<file path="src/relay_pkg.sv">
// Shared constants for the relay driver channel control logic
package relay_pkg;
  localparam int NCH = 8;
  localparam int FRAME = 16;
  localparam int CNT_W = 8;
  localparam int WR_BIT = 15;
  localparam int ADR_HI = 14;
  localparam int ADR_LO = 12;
  localparam int FS_CH0 = 2;
  localparam int FS_CH1 = 3;
  localparam int HARDWARE_CONTROL_RESET_BIT_BIT = 0;
  localparam int HWCR_UVCLR_BIT = 1;
  localparam int RST_STAGES = 2;

  localparam logic [2:0] ADR_OUT = 3'h0;
  localparam logic [2:0] ADR_MAP0 = 3'h1;
  localparam logic [2:0] ADR_MAP1 = 3'h2;
  localparam logic [2:0] ADR_OLEN = 3'h3;
  localparam logic [2:0] ADR_CLR = 3'h4;
  localparam logic [2:0] ADR_HWCR = 3'h5;

  localparam logic [2:0] RSEL_DIAG = 3'h0;
  localparam logic [2:0] RSEL_OSM = 3'h1;
  localparam logic [2:0] RSEL_OUT = 3'h2;
  localparam logic [2:0] RSEL_MAP = 3'h3;
  localparam logic [2:0] RSEL_OLEN = 3'h4;

  localparam logic [NCH-1:0] OUT_RST = 8'h00;
  localparam logic [NCH-1:0] MAP0_RST = 8'h04;
  localparam logic [NCH-1:0] MAP1_RST = 8'h08;
  localparam logic [NCH-1:0] OLEN_RST = 8'h00;

  localparam int CLK_HZ = 10_000_000;
  localparam int SCLK_MAX_HZ = 5_000_000;
  localparam int RETRY_US = 1000;
  localparam int RETRY_CYC = RETRY_US * (CLK_HZ / 1_000_000);

  // Whole bytes only, at least one full 16-bit word
  function automatic logic frame_len_ok(input logic [CNT_W-1:0] cnt);
    return (cnt >= CNT_W'(FRAME)) && (cnt[2:0] == 3'h0);
  endfunction
endpackage

</file>
<file path="src/sync_bank.sv">
// Two-stage synchroniser bank for asynchronous pin inputs
`timescale 1ns/1ns
module sync_bank #(
  parameter int W = 1
) (
  input  wire logic         clk_in,
  input  wire logic         rst_n_in,
  input  wire logic [W-1:0] async_in,
  output logic      [W-1:0] sync_out
);
  typedef struct packed {
    logic [W-1:0] meta;
    logic [W-1:0] stable;
  } sync_state_t;

  sync_state_t st_q;
  sync_state_t st_d;

  always_comb begin
    st_d = st_q;
    st_d.meta = async_in;
    st_d.stable = st_q.meta;
  end

  always_ff @(posedge clk_in or negedge rst_n_in) begin
    if (!rst_n_in) begin
      st_q <= '0;
    end else begin
      st_q <= st_d;
    end
  end

  assign sync_out = st_q.stable;
endmodule

</file>
<file path="src/relay_channel_ctrl.sv">
// Channel control, serial port and protection latches of the relay driver
`timescale 1ns/1ns
//
// Contract
// - Control and diagnosis travel in 16-bit serial frames.
// - Shifted data passes through so several devices share one chain.
// - Serial port is dead while the digital supply is absent.
// - Out of reset each direct input drives its own channel.
// - Programmable mapping lets one input switch any set of channels.
// - Fail-safe mode routes inputs to channels 2 and 3, ignoring mapping.
// - Low idle pin lets inputs switch fail-safe channels without digital supply.
// - Overload latches off only that channel until serially reactivated.
// - Fail-safe latched channel with input high restarts after the interval.
// - Per-channel over-temperature latches that channel off.
// - Host enables per-channel open-load test current; monitor bits readable.
// - Diagnosis stays latched until the host clears it or a fail-safe restart clears that channel's latch.
// - Chip select is active low for the whole transfer.
// - Serial output is high impedance while chip select is high.
// - High idle pin puts the device into idle mode.
// - Input zero ties to channel 2, input one to channel 3.
module relay_channel_ctrl #(
  parameter int RETRY_CYCLES = relay_pkg::RETRY_CYC
) (
  input  wire logic                     mclk_in,
  input  wire logic                     resetn_in,
  input  wire logic                     chip_select_low_in,
  input  wire logic                     sclk_in,
  input  wire logic                     sdi_in,
  output logic                          sdo_out,
  output logic                          sdo_oe_out,
  input  wire logic                     direct_input_zero_in,
  input  wire logic                     direct_input_one_in,
  input  wire logic                     idle_in,
  input  wire logic                     vdd_ok_in,
  input  wire logic                     supply_undervoltage_in,
  input  wire logic [relay_pkg::NCH-1:0] overload_in,
  input  wire logic [relay_pkg::NCH-1:0] overtemp_in,
  input  wire logic [relay_pkg::NCH-1:0] output_status_monitor_bits_in,
  output logic      [relay_pkg::NCH-1:0] channel_on_out,
  output logic      [relay_pkg::NCH-1:0] open_load_test_current_out
);
  import relay_pkg::*;

  localparam int RW = $clog2(RETRY_CYCLES + 1);
  localparam int SW = 6 + 3 * NCH;

  typedef struct packed {
    logic             sclk_p;
    logic             csn_p;
    logic [FRAME-1:0] shift;
    logic [CNT_W-1:0] cnt;
    logic             so;
    logic             so_oe;
    logic [2:0]       rsel;
    logic [NCH-1:0]   outc;
    logic [NCH-1:0]   map0;
    logic [NCH-1:0]   map1;
    logic [NCH-1:0]   olen;
    logic [NCH-1:0]   ovl;
    logic [NCH-1:0]   ot;
    logic             uv;
    logic [NCH-1:0]   ch_on;
    logic [RW-1:0]    retry;
  } ctrl_state_t;

  localparam ctrl_state_t ST_RST = '{
    sclk_p: 1'b0, csn_p: 1'b1, shift: '0, cnt: '0, so: 1'b0, so_oe: 1'b0,
    rsel: RSEL_DIAG, outc: OUT_RST, map0: MAP0_RST, map1: MAP1_RST,
    olen: OLEN_RST, ovl: '0, ot: '0, uv: 1'b0, ch_on: '0, retry: '0};

  ctrl_state_t st_q;
  ctrl_state_t st_d;
  logic [1:0]  rst_sync_q;
  logic        rst_n;
  logic [SW-1:0] pins_s;
  logic        s_sclk, s_csn, s_si, s_in0, s_in1, s_idle, s_vdd, s_uv;
  logic [NCH-1:0] s_ovl, s_ot, s_osm;
  logic        cs_fall, cs_rise, sclk_rise, sclk_fall, cap, wr, hw_rst, uv_clr;
  logic        fail_safe, fire;
  logic [2:0]  adr;
  logic [NCH-1:0] dat, clr, rclr, fs_in, want, lat, ovl_nx, ot_nx;
  logic [FRAME-1:0] resp;

  // Reset asserts at once, releases only after two clean edges
  always_ff @(posedge mclk_in or negedge resetn_in) begin
    if (!resetn_in) begin
      rst_sync_q <= 2'h0;
    end else begin
      rst_sync_q <= {rst_sync_q[0], 1'b1};
    end
  end
  assign rst_n = rst_sync_q[1];

  sync_bank #(.W(SW)) u_sync (
    .clk_in   (mclk_in),
    .rst_n_in (rst_n),
    .async_in ({sclk_in, ~chip_select_low_in, sdi_in, direct_input_zero_in,
                direct_input_one_in, idle_in, output_status_monitor_bits_in,
                overtemp_in, overload_in}),
    .sync_out (pins_s)
  );
  // Chip select is synchronised inverted so reset flops read as deselected
  assign {s_sclk, s_csn, s_si, s_in0, s_in1, s_idle, s_osm, s_ot, s_ovl} =
    {pins_s[SW-1], ~pins_s[SW-2], pins_s[SW-3:0]};

  // Supply levels pass through their own synchronisers
  logic [1:0] lvl_s;
  sync_bank #(.W(2)) u_sync_lvl (
    .clk_in   (mclk_in),
    .rst_n_in (rst_n),
    .async_in ({vdd_ok_in, supply_undervoltage_in}),
    .sync_out (lvl_s)
  );
  assign {s_vdd, s_uv} = lvl_s;

  assign cs_fall   = ~s_csn & st_q.csn_p;
  assign cs_rise   = s_csn & ~st_q.csn_p;
  assign sclk_rise = s_sclk & ~st_q.sclk_p;
  assign sclk_fall = ~s_sclk & st_q.sclk_p;
  assign cap    = cs_rise & s_vdd & frame_len_ok(st_q.cnt);
  assign wr     = cap & st_q.shift[WR_BIT];
  assign adr    = st_q.shift[ADR_HI:ADR_LO];
  assign dat    = st_q.shift[NCH-1:0];
  assign clr    = (wr && adr == ADR_CLR) ? dat : '0;
  assign hw_rst = wr && adr == ADR_HWCR && dat[HARDWARE_CONTROL_RESET_BIT_BIT];
  assign uv_clr = wr && adr == ADR_HWCR && dat[HWCR_UVCLR_BIT];
  assign fail_safe = ~s_vdd & ~s_idle;
  assign lat = st_q.ovl | st_q.ot;

  always_comb begin
    fs_in = '0;
    fs_in[FS_CH0] = s_in0;
    fs_in[FS_CH1] = s_in1;
    case (st_q.rsel)
      RSEL_DIAG: resp = {st_q.ovl, st_q.ot};
      RSEL_OSM:  resp = {st_q.uv, fail_safe, s_idle, 3'h0, s_in1, s_in0, s_osm};
      RSEL_OUT:  resp = {st_q.outc, st_q.ch_on};
      RSEL_MAP:  resp = {st_q.map1, st_q.map0};
      RSEL_OLEN: resp = {st_q.olen, 8'h00};
      default:   resp = 16'h0000;
    endcase
  end

  always_comb begin
    st_d = st_q;
    fire = 1'b0;
    st_d.sclk_p = s_sclk;
    st_d.csn_p = s_csn;
    st_d.so_oe = ~s_csn & s_vdd;
    if (!s_vdd) begin
      st_d.cnt = '0;
    end else if (cs_fall) begin
      st_d.shift = resp;
      st_d.so = resp[FRAME-1];
      st_d.cnt = '0;
    end else if (!s_csn) begin
      if (sclk_rise) begin
        // Whatever leaves the top bit reappears downstream after 16 clocks
        st_d.shift = {st_q.shift[FRAME-2:0], s_si};
        if (st_q.cnt != '1) begin
          st_d.cnt = st_q.cnt + 1'b1;
        end
      end
      if (sclk_fall) begin
        st_d.so = st_q.shift[FRAME-1];
      end
    end
    if (cap) begin
      if (wr) begin
        case (adr)
          ADR_OUT:  st_d.outc = dat;
          ADR_MAP0: st_d.map0 = dat;
          ADR_MAP1: st_d.map1 = dat;
          ADR_OLEN: st_d.olen = dat;
          default:  st_d.outc = st_q.outc;
        endcase
      end else begin
        st_d.rsel = adr;
      end
    end
    if (hw_rst) begin
      st_d.outc = OUT_RST;
      st_d.map0 = MAP0_RST;
      st_d.map1 = MAP1_RST;
      st_d.olen = OLEN_RST;
      st_d.rsel = RSEL_DIAG;
    end
    // One shared timer; a new latch-off during a run waits the remainder
    if (fail_safe && |(lat & fs_in)) begin
      if (st_q.retry == RW'(RETRY_CYCLES - 1)) begin
        fire = 1'b1;
        st_d.retry = '0;
      end else begin
        st_d.retry = st_q.retry + 1'b1;
      end
    end else begin
      st_d.retry = '0;
    end
    rclr = fire ? (lat & fs_in) : '0;
    // New events win over a clear in the same cycle
    ovl_nx = (st_q.ovl & ~(clr | rclr)) | (s_ovl & st_q.ch_on);
    ot_nx = (st_q.ot & ~(clr | rclr)) | s_ot;
    st_d.ovl = ovl_nx;
    st_d.ot = ot_nx;
    st_d.uv = (st_q.uv & ~uv_clr) | s_uv;
    if (s_idle) begin
      want = '0;
    end else if (fail_safe) begin
      want = fs_in;
    end else begin
      want = st_q.outc | (st_q.map0 & {NCH{s_in0}}) | (st_q.map1 & {NCH{s_in1}});
    end
    st_d.ch_on = want & ~(ovl_nx | ot_nx);
  end

  always_ff @(posedge mclk_in or negedge rst_n) begin
    if (!rst_n) begin
      st_q <= ST_RST;
    end else begin
      st_q <= st_d;
    end
  end

  assign sdo_out = st_q.so;
  assign sdo_oe_out = st_q.so_oe;
  assign channel_on_out = st_q.ch_on;
  assign open_load_test_current_out = st_q.olen;
endmodule

</file>
<file path="config.mk">
export PLATFORM = sky130hd
export DESIGN_NAME = relay_channel_ctrl
export DESIGN_NICKNAME = d
export VERILOG_FILES = /design/src/relay_pkg.sv /design/src/sync_bank.sv /design/src/relay_channel_ctrl.sv
export SDC_FILE = /design/constraint.sdc
export NUM_CORES = 1
export LEC_CHECK = 0
export CORE_ASPECT_RATIO = 0.7
export CORE_MARGIN = 1.5
export CORE_UTILIZATION = 60
export CTS_CLUSTER_DIAMETER = 80
export DETAILED_ROUTE_END_ITERATION = 8
export DONT_BUFFER_PORTS = 1
export HOLD_SLACK_MARGIN = 0.05
export PLACE_DENSITY = 0.78
export SLEW_MARGIN = 10
export SYNTH_ARGS = -nofsm -noshare
export SYNTH_HDL_FRONTEND = slang
export SYNTH_SLANG_ARGS = --single-unit
</file>
<file path="constraint.sdc">
create_clock -name mclk_in -period 5.62 [get_ports mclk_in]
set_input_delay 0.281 -clock mclk_in [delete_from_list [all_inputs] [get_ports mclk_in]]
set_output_delay 0.281 -clock mclk_in [all_outputs]
set_load 0.02 [all_outputs]
</file>
==> out/results.tsv <==
metric	value	unit
Tightest Hold Check Type	in -> async	
FF-to-FF Start	u_sync_lvl.sync_out[1]	
RSZ-0062 raised after global routing	no	
cts bufs inserted	17	
Site Rows	32	
vias per cell	6.46	
Detail Route Antenna Nets	0	
DR pass1 iterations	5	
final setup fails	0	
worst stage delay on the critical path	0.92	ns
DR iter-0 viols	453	
r2r worst-path depth	4	
Worst EP required	5.94	ns
Worst R2R Setup Slack	3.13	ns
number of top-level pins	52	
largest net degree at the start of global routing	73	
commonest non-fill, non-tap cell in the layout	dfrtp_1	
clk root buf	clkbuf_16	
global-route wire length before repair	26.0	mm
Final Skew	0.0120	ns
CP cell instances	or3b_4, nor4_4, a32oi_1, a22o_1	
YS warnings	0	
Post-Syn Nets	612	
DR vias	4848	
Syn Inst Count	575	
Cell Area, Synth	0.00695	sq mm
Die ar.	0.0123	sq mm
die height	93.1	microns
asr flop ratio synth	100	%
measured slew at the worst slew-check pin	1.27	ns
Setup TNS	0	ns
postcts setup bufs	0	
CTS tree	built	
Initial Utilization	62.5	%
Antenna Cells	0	
clock tree sinks	168	
register area share after synthesis	60.5	%
average routed wire per standard cell	21.2	microns
area added between synthesis and finish	12.8	%
peak supply drop	0.000245	V
relative slew slack	14.8	%
status	finished clean	
WL final	15.9	mm
grt ovf	0	
Layout Nets	622	
CP max stage cell	nor4_4	
Fin. Hold Viols	0	
Filler Cell Count	773	
reg2reg end	st_q[33]	
drc violations	0	
layout cell share with drive strength beyond 1	10.0	%
Leak	3.23	nW
CP Data Arrival Time	2.81	ns
number of port buffers	0	
number of synthesized register bits	168	
GP Congestion	0.859	
Fmax	0.401	GHz
period utilization	44.4	%
initial antenna violation count	0	
CP Launch Type	flip-flop	
CP max FO	14	
commonest cells after routing, fill and taps aside	164 x dfrtp_1, 53 x nor2_1, 41 x a22o_1	
vias in the first global route	4826	
Mean Syn Cell Area	12.1	sq um
Core Region	0.0111	sq mm
critical path capture point type	flip-flop	
Clock Tree Buf Depth	2	
die extent in x	132	microns
min Tclk post-route	2.49	ns
Worst Hold Margin	0.0839	ns
Crit Path Class	reg -> reg	
maxcap violations	0	
Overall Global Routing Usage	27.9	%
dpl hpwl	10.1	mm
Synth Flop Type	dfrtp_1	
Power Density	336	mW/mm^2
Reg clk slew, reported paths	0.06	ns
later-pin clock latency in the skew report	0.43	ns
Cell variety after synth	63	
Slew Limit Fails	0	
EDFF count, synth	0	
H-tree Lvls	4	
==> per-layer routing <==
layer	up-vias	global-route usage [%]	wire, microns
met5	-	0	0
met4	0	9.35	281
met3	29	7.53	1230
met2	231	42.9	7450
met1	2476	39.1	6950
li1	2112	-	-
==> layout make-up <==
cell class              instances  area [sq um]  share of cell area (%)
multi-input cells             345          2420                    30.9
clock buffers                  19           433                    5.52
clock inverters                13           159                    2.03
flip-flops and latches        168          4210                    53.7
repair buffers                 38           368                    4.69
inverters                      15          56.3                   0.718
well taps                     153           191                    2.44
==> where the power goes <==
| part | switching [W] | leakage, nW | internal [W] | total, W |
|---|---|---|---|---|
| Clock | 0.000509 | 0.289 | 0.000670 | 0.00118 |
| Combinational | 0.0000639 | 0.855 | 0.0000502 | 0.000114 |
| Sequential | 0.0000828 | 2.09 | 0.00126 | 0.00134 |
==> metrics by stage <==
stage / cell area, sq um / setup slack (ns) / utilization [%] / instances / total power (W)
after global routing: 7840 / 3.05 / 70.4 / 751 / 0.00273
final: 7840 / 3.13 / 70.4 / 751 / 0.00264
after detailed placement: 6920 / 3.19 / 62.2 / 686 / 0.00146
after floorplan: 6950 / 0.597 / - / 575 / 0.00143
after global placement: 6920 / 3.29 / 62.2 / 686 / 0.00145
after CTS: 7840 / 3.14 / 70.4 / 751 / 0.00265
==> cells in the mapped netlist, types with 2 or more instances <==
master,n,area share (%)
a221oi_1,18,2.3
mux2i_1,14,2.0
nand3b_1,2,0.22
a32oi_1,3,0.38
a211o_1,6,0.76
mux4_2,8,2.6
nand2b_1,7,0.63
xor2_1,3,0.38
xnor2_1,9,1.1
a211oi_1,5,0.54
o2bb2ai_1,3,0.38
nand4b_1,2,0.25
nand4_1,6,0.54
dfrtp_1,165,59
dfstp_2,3,1.1
clkbuf_1,15,0.81
buf_2,9,0.65
or2_2,2,0.18
o21ai_0,15,1.1
inv_1,14,0.76
buf_4,19,2.1
a21o_1,10,1.1
nor2_1,53,2.9
nor4bb_1,3,0.43
buf_1,3,0.16
a21oi_1,15,1.1
a21boi_0,3,0.32
a31o_2,3,0.38
nor3_1,19,1.4
and3_1,4,0.36
nand3_1,13,0.94
nor2b_1,7,0.63
o211ai_1,5,0.54
nand2_1,30,1.6
a31oi_1,5,0.45
ha_1,3,0.54
or4_1,2,0.22
a22o_1,41,5.2
or3_1,4,0.36
==> worst max path at each step <==
stage                           startpoint  endpoint  cells after the start
global placement    u_sync_lvl.sync_out[1]  st_q[33]                      4
detailed placement  u_sync_lvl.sync_out[1]  st_q[33]                      4
floorplan                    rst_sync_q[1]    adr[0]                      0
global route        u_sync_lvl.sync_out[1]  st_q[34]                      4
finish              u_sync_lvl.sync_out[1]  st_q[33]                      4
CTS                 u_sync_lvl.sync_out[1]  st_q[33]                      4
==> worst max-delay path: cells and delay by family (launching register included) <==
kind	cells	cell delay [ns]
AO/OA/AOI/OAI	2	0.51
flip-flops	1	0.50
AND/OR/NAND/NOR	2	1.38
==> state kept, by name, indices dropped and copies added, names as in the netlist, 3 cells and up <==
register                    count
u_sync.st_d                    30
u_sync.sync_out                30
adr                             3
channel_on_out                  8
dat                             8
open_load_test_current_out      8
st_q                           73
==> timing repair <==
item                                    CTS  global route
hold buffers                             33             0
hold endpoints to repair                 34             0
endpoints found under the setup margin    0             0
gates resized for setup                   0             0
==> kinds of logic (layout without fill, tap and decap cells) <==
| group | after synthesis | in the layout | synth area share [%] |
|---|---|---|---|
| DFF | 168 | 168 | 60.5 |
| and+or+nand+nor | 166 | 166 | 12.5 |
| AOI/OAI and AO/OA | 140 | 140 | 15.5 |
| buffers and inverters | 62 | 85 | 4.64 |
| muxes | 23 | 23 | 4.77 |
| xor gates and xnor gates | 12 | 12 | 1.51 |
| adders and majority gates | 3 | 3 | 0.540 |
| other | 1 | 1 | 0.0539 |
No activity file was read; power rests on OpenSTA's default activity.
